--- src/rlsq_pkg.sv ---
// Purpose: Shared constants and types for the reset level sequencer.
// Assumes: CLOCK runs at 125 MHz.
// Notes: Level codes match the software reset command encoding.
package rlsq_pkg;

  // Clock rate and reset pin timing.
  localparam int unsigned RLSQ_CLOCK_HZ = 125_000_000;
  localparam int unsigned RLSQ_PIN_POR_TIME_MS = 1000;
  localparam int unsigned RLSQ_PIN_POR_CYCLES = (RLSQ_CLOCK_HZ / 1000) * RLSQ_PIN_POR_TIME_MS;
  localparam int unsigned RLSQ_PIN_MIN_PULSE_NS = 1000;
  localparam int unsigned RLSQ_PIN_MIN_CYCLES = (RLSQ_PIN_MIN_PULSE_NS * (RLSQ_CLOCK_HZ / 1_000_000) + 999) / 1000;
  localparam int unsigned RLSQ_PIN_CNT_W = 27;

  // Last hold count; each timed reset level is held one cycle longer than this before it cascades.
  localparam logic [2:0] RLSQ_HOLD_LAST = 3'h3;

  // Boot routine attempts before lockout.
  localparam logic [1:0] RLSQ_BOOT_TRIES = 2'h3;

  // Software level codes and command key.
  localparam logic [1:0] RLSQ_LVL_SYS = 2'h0;
  localparam logic [1:0] RLSQ_LVL_BOOT = 2'h1;
  localparam logic [1:0] RLSQ_LVL_SYS_BSL = 2'h2;
  localparam logic [1:0] RLSQ_LVL_POR = 2'h3;
  localparam logic [7:0] RLSQ_CMD_KEY = 8'he4;

  // Operating modes.
  localparam logic [1:0] RLSQ_MODE_RUN = 2'h0;

  // Width ranks of the levels.
  localparam logic [2:0] RLSQ_RANK_NONE = 3'h0;
  localparam logic [2:0] RLSQ_RANK_CPU = 3'h1;
  localparam logic [2:0] RLSQ_RANK_SYS = 3'h2;
  localparam logic [2:0] RLSQ_RANK_BOOT = 3'h3;
  localparam logic [2:0] RLSQ_RANK_BOR = 3'h4;
  localparam logic [2:0] RLSQ_RANK_POR = 3'h5;

  // Synchroniser lanes and their reset value; the pin lane idles high.
  localparam int unsigned RLSQ_SYNC_W = 6;
  localparam int unsigned RLSQ_SY_PIN = 0;
  localparam int unsigned RLSQ_SY_PORMON = 1;
  localparam int unsigned RLSQ_SY_BOR0F = 2;
  localparam int unsigned RLSQ_SY_BOR0R = 3;
  localparam int unsigned RLSQ_SY_WDT0 = 4;
  localparam int unsigned RLSQ_SY_CLKF = 5;
  localparam logic [5:0] RLSQ_SYNC_RST = 6'h01;

  typedef enum logic [8:0] {
    RLSQ_S_POR = 9'h001,
    RLSQ_S_BOR = 9'h002,
    RLSQ_S_BORW = 9'h004,
    RLSQ_S_BOOT = 9'h008,
    RLSQ_S_BRUN = 9'h010,
    RLSQ_S_LOCK = 9'h020,
    RLSQ_S_SYS = 9'h040,
    RLSQ_S_CPU = 9'h080,
    RLSQ_S_RUN = 9'h100
  } rlsq_state_t;

  typedef struct packed {
    rlsq_state_t state;
    logic [2:0] hold;
    logic [1:0] tries;
    logic [1:0] level;
    logic keep_lf;
    logic keep_io;
    logic pin_en;
    logic dbg_en;
    logic [1:0] mode;
    logic [RLSQ_PIN_CNT_W-1:0] pin_cnt;
    logic pin_por_done;
    logic [RLSQ_SYNC_W-1:0] sync1;
    logic [RLSQ_SYNC_W-1:0] sync2;
  } rlsq_regs_t;

endpackage

--- src/rlsq_top.sv ---
// Purpose: Gathers reset sources and walks the cascade of reset levels.
// Assumes: Boot routine reports done or fail; software command pulses are one cycle.
// Notes: Reset outputs are decoded from the registered state, active high.
`timescale 1ns/100ps

module rlsq_top
  import rlsq_pkg::*;
#(
  parameter int unsigned PIN_POR_CYCLES = RLSQ_PIN_POR_CYCLES
)
(
  input wire logic CLOCK,
  input wire logic SYS_RST,
  input wire logic CLK_EN,
  input wire logic RESET_PIN_N,
  input wire logic POR_MON_FAULT,
  input wire logic PMU_TRIM_PARITY_ERR,
  input wire logic SHDN_STORE_PARITY_ERR,
  input wire logic FIRST_BROWNOUT_MONITOR_FALL,
  input wire logic FIRST_BROWNOUT_MONITOR_ABOVE_RISE,
  input wire logic SHDN_EXIT_WAKE,
  input wire logic SHDN_EXIT_PIN,
  input wire logic SHDN_EXIT_DEBUG,
  input wire logic TRIM_PARITY_ERR,
  input wire logic CLK_FATAL,
  input wire logic WDT0_VIOL,
  input wire logic SYS_RST_REQ,
  input wire logic CPU_RST_REQ,
  input wire logic LEVEL_WR,
  input wire logic [1:0] LEVEL_WDATA,
  input wire logic CMD_GO,
  input wire logic [7:0] CMD_KEY,
  input wire logic PIN_DISABLE,
  input wire logic DEBUG_DISABLE,
  input wire logic BOOT_DONE,
  input wire logic BOOT_FAIL,
  input wire logic MODE_REQ,
  input wire logic [1:0] MODE_SEL,
  input wire logic MODE_EXIT,
  output logic POR_ACTIVE,
  output logic PMU_RESET,
  output logic CORE_POWER_CYCLE,
  output logic BOOT_RESET,
  output logic SRAM_POWER_CYCLE,
  output logic FCL_RESET,
  output logic LF_CLOCK_RESET,
  output logic BOOT_ROUTINE_RUN,
  output logic SYSTEM_RESET,
  output logic PERIPH_RESET,
  output logic CPU_RESET,
  output logic SHDN_STORE_CLEAR,
  output logic KEEP_LATCHED_IO,
  output logic RESET_PIN_ENABLED,
  output logic DEBUG_PIN_ENABLED,
  output logic BOOT_LOCKED,
  output logic [1:0] BOOT_TRIES,
  output logic [1:0] LEVEL_SELECT,
  output logic [1:0] OP_MODE
);

  rlsq_regs_t st_q;
  rlsq_regs_t st_d;
  logic [RLSQ_SYNC_W-1:0] raw_in;
  logic pin_low;
  logic pin_por_hit;
  logic pin_short;
  logic sw_go;
  logic por_req;
  logic bor_req;
  logic boot_req;
  logic boot_keep_lf;
  logic sys_req;
  logic cpu_req;
  logic shdn_exit;
  logic [2:0] cur_rank;
  logic hold_done;
  logic lf_reset_level;
  logic sys_level;

  // Raw asynchronous sources; only the second stage is ever looked at.
  assign raw_in = {CLK_FATAL, WDT0_VIOL, FIRST_BROWNOUT_MONITOR_ABOVE_RISE, FIRST_BROWNOUT_MONITOR_FALL, POR_MON_FAULT, RESET_PIN_N};

  // Reset pin qualification uses the synchronised level only.
  assign pin_low = st_q.pin_en && !st_q.sync2[RLSQ_SY_PIN];
  assign pin_por_hit = pin_low && !st_q.pin_por_done
    && (st_q.pin_cnt == RLSQ_PIN_CNT_W'(PIN_POR_CYCLES - 1));
  assign pin_short = st_q.pin_en && st_q.sync2[RLSQ_SY_PIN] && !st_q.pin_por_done
    && (st_q.pin_cnt >= RLSQ_PIN_CNT_W'(RLSQ_PIN_MIN_CYCLES));

  // A command is taken only with the correct key; the level comes from the earlier write.
  assign sw_go = CMD_GO && (CMD_KEY == RLSQ_CMD_KEY);
  assign shdn_exit = SHDN_EXIT_WAKE || SHDN_EXIT_PIN || SHDN_EXIT_DEBUG;

  // Requests grouped by the level they call for.
  assign por_req = st_q.sync2[RLSQ_SY_PORMON] || PMU_TRIM_PARITY_ERR || SHDN_STORE_PARITY_ERR
    || (sw_go && st_q.level == RLSQ_LVL_POR) || pin_por_hit;
  assign bor_req = st_q.sync2[RLSQ_SY_BOR0F] || shdn_exit;
  assign boot_keep_lf = pin_short || st_q.sync2[RLSQ_SY_WDT0] || (sw_go && st_q.level == RLSQ_LVL_BOOT);
  assign boot_req = boot_keep_lf || TRIM_PARITY_ERR || st_q.sync2[RLSQ_SY_CLKF];
  assign sys_req = SYS_RST_REQ || (sw_go && (st_q.level == RLSQ_LVL_SYS || st_q.level == RLSQ_LVL_SYS_BSL));
  assign cpu_req = CPU_RST_REQ;
  assign hold_done = (st_q.hold == RLSQ_HOLD_LAST);

  // Width of the level in progress; lockout ranks as boot so only wider sources free it.
  always_comb
  begin
    case (st_q.state)
      RLSQ_S_POR: cur_rank = RLSQ_RANK_POR;
      RLSQ_S_BOR, RLSQ_S_BORW: cur_rank = RLSQ_RANK_BOR;
      RLSQ_S_BOOT, RLSQ_S_BRUN, RLSQ_S_LOCK: cur_rank = RLSQ_RANK_BOOT;
      RLSQ_S_SYS: cur_rank = RLSQ_RANK_SYS;
      RLSQ_S_CPU: cur_rank = RLSQ_RANK_CPU;
      default: cur_rank = RLSQ_RANK_NONE;
    endcase
  end

  // Next state of every register of the block.
  always_comb
  begin
    st_d = st_q;
    st_d.sync1 = raw_in;
    st_d.sync2 = st_q.sync1;
    if (st_q.hold != RLSQ_HOLD_LAST)
    begin
      st_d.hold = st_q.hold + 3'h1;
    end
    if (LEVEL_WR)
    begin
      st_d.level = LEVEL_WDATA;
    end
    if (PIN_DISABLE)
    begin
      st_d.pin_en = 1'b0;
    end
    if (DEBUG_DISABLE)
    begin
      st_d.dbg_en = 1'b0;
    end
    // Low-time counter saturates so a held pin fires power-on only once.
    if (pin_low)
    begin
      if (st_q.pin_cnt != RLSQ_PIN_CNT_W'(PIN_POR_CYCLES))
      begin
        st_d.pin_cnt = st_q.pin_cnt + RLSQ_PIN_CNT_W'(1);
      end
      if (pin_por_hit)
      begin
        st_d.pin_por_done = 1'b1;
      end
    end
    else
    begin
      st_d.pin_cnt = '0;
      st_d.pin_por_done = 1'b0;
    end
    // Cascade through the levels one after another.
    case (st_q.state)
      RLSQ_S_POR:
      begin
        st_d.pin_en = 1'b1;
        st_d.dbg_en = 1'b1;
        st_d.keep_io = 1'b0;
        if (hold_done)
        begin
          st_d.state = RLSQ_S_BOR;
          st_d.hold = '0;
        end
      end
      RLSQ_S_BOR:
      begin
        if (hold_done)
        begin
          st_d.state = RLSQ_S_BORW;
        end
      end
      RLSQ_S_BORW:
      begin
        // Boot waits for the supply; a stuck monitor holds the device here by design.
        if (st_q.sync2[RLSQ_SY_BOR0R])
        begin
          st_d.state = RLSQ_S_BOOT;
          st_d.hold = '0;
          st_d.tries = '0;
          st_d.keep_lf = 1'b0;
        end
      end
      RLSQ_S_BOOT:
      begin
        if (hold_done)
        begin
          st_d.state = RLSQ_S_BRUN;
        end
      end
      RLSQ_S_BRUN:
      begin
        if (BOOT_DONE)
        begin
          st_d.state = RLSQ_S_SYS;
          st_d.hold = '0;
          st_d.keep_io = 1'b0;
        end
        else if (BOOT_FAIL)
        begin
          if (st_q.tries == RLSQ_BOOT_TRIES - 2'h1)
          begin
            st_d.state = RLSQ_S_LOCK;
          end
          else
          begin
            st_d.state = RLSQ_S_BOOT;
            st_d.hold = '0;
            st_d.tries = st_q.tries + 2'h1;
          end
        end
      end
      RLSQ_S_LOCK:
      begin
        st_d.state = RLSQ_S_LOCK;
      end
      RLSQ_S_SYS, RLSQ_S_CPU:
      begin
        if (hold_done)
        begin
          st_d.state = RLSQ_S_RUN;
        end
      end
      RLSQ_S_RUN:
      begin
        // Low-power modes start from run and go back to it.
        if (MODE_EXIT)
        begin
          st_d.mode = RLSQ_MODE_RUN;
        end
        else if (MODE_REQ && st_q.mode == RLSQ_MODE_RUN)
        begin
          st_d.mode = MODE_SEL;
        end
      end
      default:
      begin
        st_d.state = RLSQ_S_POR;
        st_d.hold = '0;
      end
    endcase
    // Widest new request wins and restarts the cascade from its own level.
    if (por_req && cur_rank < RLSQ_RANK_POR)
    begin
      st_d.state = RLSQ_S_POR;
      st_d.hold = '0;
    end
    else if (bor_req && cur_rank < RLSQ_RANK_BOR)
    begin
      st_d.state = RLSQ_S_BOR;
      st_d.hold = '0;
      st_d.keep_io = shdn_exit && !st_q.sync2[RLSQ_SY_BOR0F];
    end
    else if (boot_req && cur_rank < RLSQ_RANK_BOOT)
    begin
      st_d.state = RLSQ_S_BOOT;
      st_d.hold = '0;
      st_d.tries = '0;
      st_d.keep_lf = boot_keep_lf && !TRIM_PARITY_ERR && !st_q.sync2[RLSQ_SY_CLKF];
    end
    else if (sys_req && cur_rank < RLSQ_RANK_SYS)
    begin
      st_d.state = RLSQ_S_SYS;
      st_d.hold = '0;
    end
    else if (cpu_req && cur_rank < RLSQ_RANK_CPU)
    begin
      st_d.state = RLSQ_S_CPU;
      st_d.hold = '0;
    end
    if (st_d.state != RLSQ_S_RUN)
    begin
      st_d.mode = RLSQ_MODE_RUN;
    end
  end

  // Single register stage; the clock enable freezes everything but the synchronous SYS_RST.
  always_ff @(posedge CLOCK)
  begin
    if (SYS_RST)
    begin
      st_q.state <= RLSQ_S_POR;
      st_q.hold <= '0;
      st_q.tries <= '0;
      st_q.level <= RLSQ_LVL_SYS;
      st_q.keep_lf <= 1'b0;
      st_q.keep_io <= 1'b0;
      st_q.pin_en <= 1'b1;
      st_q.dbg_en <= 1'b1;
      st_q.mode <= RLSQ_MODE_RUN;
      st_q.pin_cnt <= '0;
      st_q.pin_por_done <= 1'b0;
      st_q.sync1 <= RLSQ_SYNC_RST;
      st_q.sync2 <= RLSQ_SYNC_RST;
    end
    else if (CLK_EN)
    begin
      st_q <= st_d;
    end
  end

  // Level outputs; each wider level also drives every narrower one.
  assign POR_ACTIVE = (st_q.state == RLSQ_S_POR);
  assign PMU_RESET = POR_ACTIVE || (st_q.state == RLSQ_S_BOR);
  assign CORE_POWER_CYCLE = PMU_RESET;
  assign BOOT_RESET = PMU_RESET || (st_q.state == RLSQ_S_BORW) || (st_q.state == RLSQ_S_BOOT);
  assign SRAM_POWER_CYCLE = BOOT_RESET;
  assign FCL_RESET = BOOT_RESET;
  assign lf_reset_level = BOOT_RESET && !((st_q.state == RLSQ_S_BOOT) && st_q.keep_lf);
  assign LF_CLOCK_RESET = lf_reset_level;
  assign BOOT_ROUTINE_RUN = (st_q.state == RLSQ_S_BRUN);
  assign sys_level = BOOT_RESET || BOOT_ROUTINE_RUN || (st_q.state == RLSQ_S_LOCK) || (st_q.state == RLSQ_S_SYS);
  assign SYSTEM_RESET = sys_level;
  assign PERIPH_RESET = sys_level;
  assign CPU_RESET = sys_level || (st_q.state == RLSQ_S_CPU);
  assign SHDN_STORE_CLEAR = POR_ACTIVE;
  assign KEEP_LATCHED_IO = st_q.keep_io && !POR_ACTIVE;
  assign RESET_PIN_ENABLED = st_q.pin_en;
  assign DEBUG_PIN_ENABLED = st_q.dbg_en;
  assign BOOT_LOCKED = (st_q.state == RLSQ_S_LOCK);
  assign BOOT_TRIES = st_q.tries;
  assign LEVEL_SELECT = st_q.level;
  assign OP_MODE = st_q.mode;
endmodule

--- config.mk ---
export PLATFORM = sky130hd
export DESIGN_NAME = rlsq_top
export DESIGN_NICKNAME = d
export VERILOG_FILES = /design/src/rlsq_pkg.sv /design/src/rlsq_top.sv
export SDC_FILE = /design/constraint.sdc
export NUM_CORES = 1
export LEC_CHECK = 0
export ABC_AREA = 1
export BUFFER_PORTS_ARGS = -buffer_cell sky130_fd_sc_hd__buf_2
export CAP_MARGIN = 20
export CORE_MARGIN = 2
export CORE_UTILIZATION = 39
export DETAILED_ROUTE_END_ITERATION = 10
export SLEW_MARGIN = 30
export SYNTH_ARGS = -nofsm -noshare
export SYNTH_HDL_FRONTEND = slang
export SYNTH_SLANG_ARGS = --single-unit
--- constraint.sdc ---
create_clock -name CLOCK -period 2.7 [get_ports CLOCK]
set_input_delay 0.81 -clock CLOCK [delete_from_list [all_inputs] [get_ports CLOCK]]
set_output_delay 0.81 -clock CLOCK [all_outputs]
set_load 0.05 [all_outputs]
==> flow_summary.ini <==
[timing]
hold_viol_final = 0
max_clk_rate_mhz = 386
time_the_final_worst_path_needs_with_i_o_delays_and_setup_ps = 2590
fin_skew_ps = 8.73
setup_viol = 0
timing.setup.tns_ps = 0
report.final.slew_viol_count = 0
max_slew_margin = 0.603
max_slew.worst_pin.slew_ps = 590
rsz0062_at_grt = false
worst_hold_slack_ps = 464
final_min_period_over_clock_period = 0.960

[global_route]
grt_pass1_wl_mm = 18.3
pin_count_of_the_biggest_net_entering_global_routing = 34
grt_pass1_vias = 3909
globalRouteOverflowTotal = 0
grt_antenna_before_repair = 0
grt_use_total = 0.203

[clocking]
clock_sink_count = 62
clockBufferDepth = 2
clock_tree.root_cell = sky130_fd_sc_hd__clkbuf_8
cts-buffers-inserted = 9
clk_latency_ps = 360
post_cts.repair.setup_buffers = 0
clock_tree.htree_level_count = 3
post_cts.resized_instances = 3
cts_tree = yes
worst_setup_hold_path_clk_slew_ps = 80
holdBufCountCts = 0

[yosys]
synth_compound_area_frac = 0.132
synth_enable_flop_cells = 0
synth_top_family_by_area = simple AND/OR/NAND/NOR gates
synth_sequential_area_ratio = 0.302
ys.warnings.count = 0
synth.distinct_cells = 50
asyncSetResetFlopFracSynth = 0
yosys-mux-area-fraction = 0.00547
mappedNetlistArea_mm2 = 0.00412
synthDominantCellAreaShare = 0.302
avgSynthCellArea_um2 = 6.65
synth.most_common_cell = sky130_fd_sc_hd__nand2_1
post_synth_inst_count = 619
synth_fa_ha_area_frac = 0.0213
yosys.area.top_type = sky130_fd_sc_hd__dfxtp_1
synth_xor_xnor_area_share = 0.0319
cells_taking_the_most_area_after_synthesis = sky130_fd_sc_hd__dfxtp_1 (30%), sky130_fd_sc_hd__nand2_1 (10%), sky130_fd_sc_hd__nor2_1 (8.9%)
synth_seq_cells = 62
syn_nets = 663
yosys.area_share.simple = 0.398
synth_top_flop_cell = sky130_fd_sc_hd__dfxtp_1
yosys-top-cells-count = sky130_fd_sc_hd__nand2_1 (111), sky130_fd_sc_hd__nor2_1 (98), sky130_fd_sc_hd__dfxtp_1 (62), sky130_fd_sc_hd__inv_1 (62), sky130_fd_sc_hd__a21oi_1 (47)

[critical_path]
critical_path.endpoint_type = primary output
critical_path_required_ps = 1890
timing.rr.start = st_q[13]$_SDFFE_PP0P_
cp_data_arrival_time_ps = 1780
worst-setup-path-type = reg2out
critical_path_source = st_q[55]$_SDFFE_PP0P_
cp-start-kind = register
r2r-end = BOOT_TRIES[0]$_SDFFE_PP0P_
timing.critical_path.fanout_max = 8
endpoint = SHDN_STORE_CLEAR
worst_case_reg_to_reg_path_depth = 13
regToRegSetupSlack_ps = 460

[power]
switching_power_mw = 0.779
share_comb_of_total_power = 0.205
power_leakage_nw = 2.02
clkPwrFrac = 0.389
power.density_cell_area_mw_per_mm2 = 504
power.sequential.fraction = 0.406
ir_drop_uv = 306
p_int_mw = 1.60
switching_share = 0.328

[final_layout]
design.final.nets = 713
layout.core_utilization = 0.459
area_delta_synth_final_pct = 14.6
multi_input_area_mm2 = 0.00243
antennaDiodeCount = 0
layout-drive-gt1-share = 0.218
register_area_mm2 = 0.00124
fillers = 1104

[flow_run]
timing.max_cap.violations = 0

[drt]
number_of_vias_per_cell_after_detailed_routing = 5.18
postRouteWirelength_mm = 11.2
routedWlPerCell_um = 13.8
detailedRoute.firstIterationViolations = 375
drc = 0
dr_total_vias = 4192
drtPass1Iterations = 5
antenna_left = 0

[floorplanning]
start_util = 0.401
core_mm2 = 0.0103
die_height_um = 107
num_rows = 37
design.die.area_mm2 = 0.0114
die_w_um = 107
io_pins = 59

[placed_design]
place.port_buffers = 58
last_weighted_congestion_value_of_the_routability_driven_placer = 0.948
post-dp-hpwl_mm = 8.76

[min_path]
worst_hold_path_type = reg2reg

[status]
run_status = finished clean
## final cells by class
type / instances / area share
clock buffer: 9 / 0.0263
tap: 136 / 0.0361
timing repair buffer: 65 / 0.0727
sequential: 62 / 0.263
clock inverter: 7 / 0.0207
multi-input combinational: 452 / 0.516
inverter: 79 / 0.0647
## flip-flops by register name (all words and copies together), names as in the netlist
signal,count
DEBUG_PIN_ENABLED,1
BOOT_TRIES,2
OP_MODE,2
st_d,6
LEVEL_SELECT,2
RESET_PIN_ENABLED,1
st_q,48
## through the flow
stage	power [mW]	area (µm²)	cells	setup WS [ps]
2_1_floorplan	1.36	4120	619	82.3
3_3_place_gp	1.46	4480	794	308
3_5_place_dp	1.47	4480	794	191
4_1_cts	2.39	4710	810	82.0
5_1_grt	2.48	4720	810	13.2
6_report	2.38	4720	810	108
## per-layer routing
layer | global-route usage | share of wire | vias up
li1 | - | - | 2111
met4 | 0.0909 | 0.019 | 0
met2 | 0.312 | 0.44 | 143
met5 | 0 | 0 | -
met1 | 0.281 | 0.48 | 1920
met3 | 0.0322 | 0.064 | 18
## placed cells by master, fill, tap and decap left out, drive strengths merged
master    instances
a211oi            3
a21oi            49
a22oi             1
a31oi             2
and3              1
buf              65
bufinv            2
clkbuf            9
clkinv            4
clkinvlp          2
dfxtp            62
ha                7
inv              78
mux2              2
nand2           122
nand3            41
nand3b            4
nand4            18
nor2            109
nor3             23
nor3b             4
nor4              4
o2111ai           1
o211ai            1
o21ai            38
o221ai            1
o22ai             1
o311ai            1
or2               4
xnor2             3
xor2             12
## worst min-delay path by stage
| stage | start | endpoint | slack, ps | cells past startpoint |
|---|---|---|---|---|
| floorplan | st_d[0]$_SDFFE_PP1P_ | st_d[0]$_SDFFE_PP1P_ | 430 | 2 |
| global placement | st_d[0]$_SDFFE_PP1P_ | st_d[0]$_SDFFE_PP1P_ | 450 | 2 |
| detailed placement | st_q[52]$_SDFFE_PP0P_ | st_q[52]$_SDFFE_PP0P_ | 460 | 2 |
| CTS | st_q[52]$_SDFFE_PP0P_ | st_q[52]$_SDFFE_PP0P_ | 470 | 2 |
| global route | st_q[44]$_SDFFE_PP0P_ | st_q[44]$_SDFFE_PP0P_ | 480 | 2 |
| finish | st_q[52]$_SDFFE_PP0P_ | st_q[52]$_SDFFE_PP0P_ | 460 | 2 |
## cells by family (layout without fill, tap and decap cells)
family          count (synthesis)  after routing
mux                             2              2
xor+xnor                       15             15
buf+inv                       105            160
fa+ha+maj                       7              7
compound gates                 98             98
flops                          62             62
simple gates                  330            330
## power by group through the flow
stage	combinational, mW	clock, mW	sequential [mW]
after floorplan	0.371	0	0.989
after global placement	0.476	0	0.985
after CTS	0.484	0.943	0.965
final	0.487	0.925	0.966
after global routing	0.528	0.983	0.969
after detailed placement	0.481	0	0.986
## worst max-delay path: stages, from the launching register on
cell and delay (ps):
sky130_fd_sc_hd__dfxtp_1 360, sky130_fd_sc_hd__nor2_2 150, sky130_fd_sc_hd__nand2_2 100, sky130_fd_sc_hd__nor2_4 160, sky130_fd_sc_hd__nand2_1 200, sky130_fd_sc_hd__inv_4 170
sky130_fd_sc_hd__buf_2 280
(Power assumes the default switching activity.)
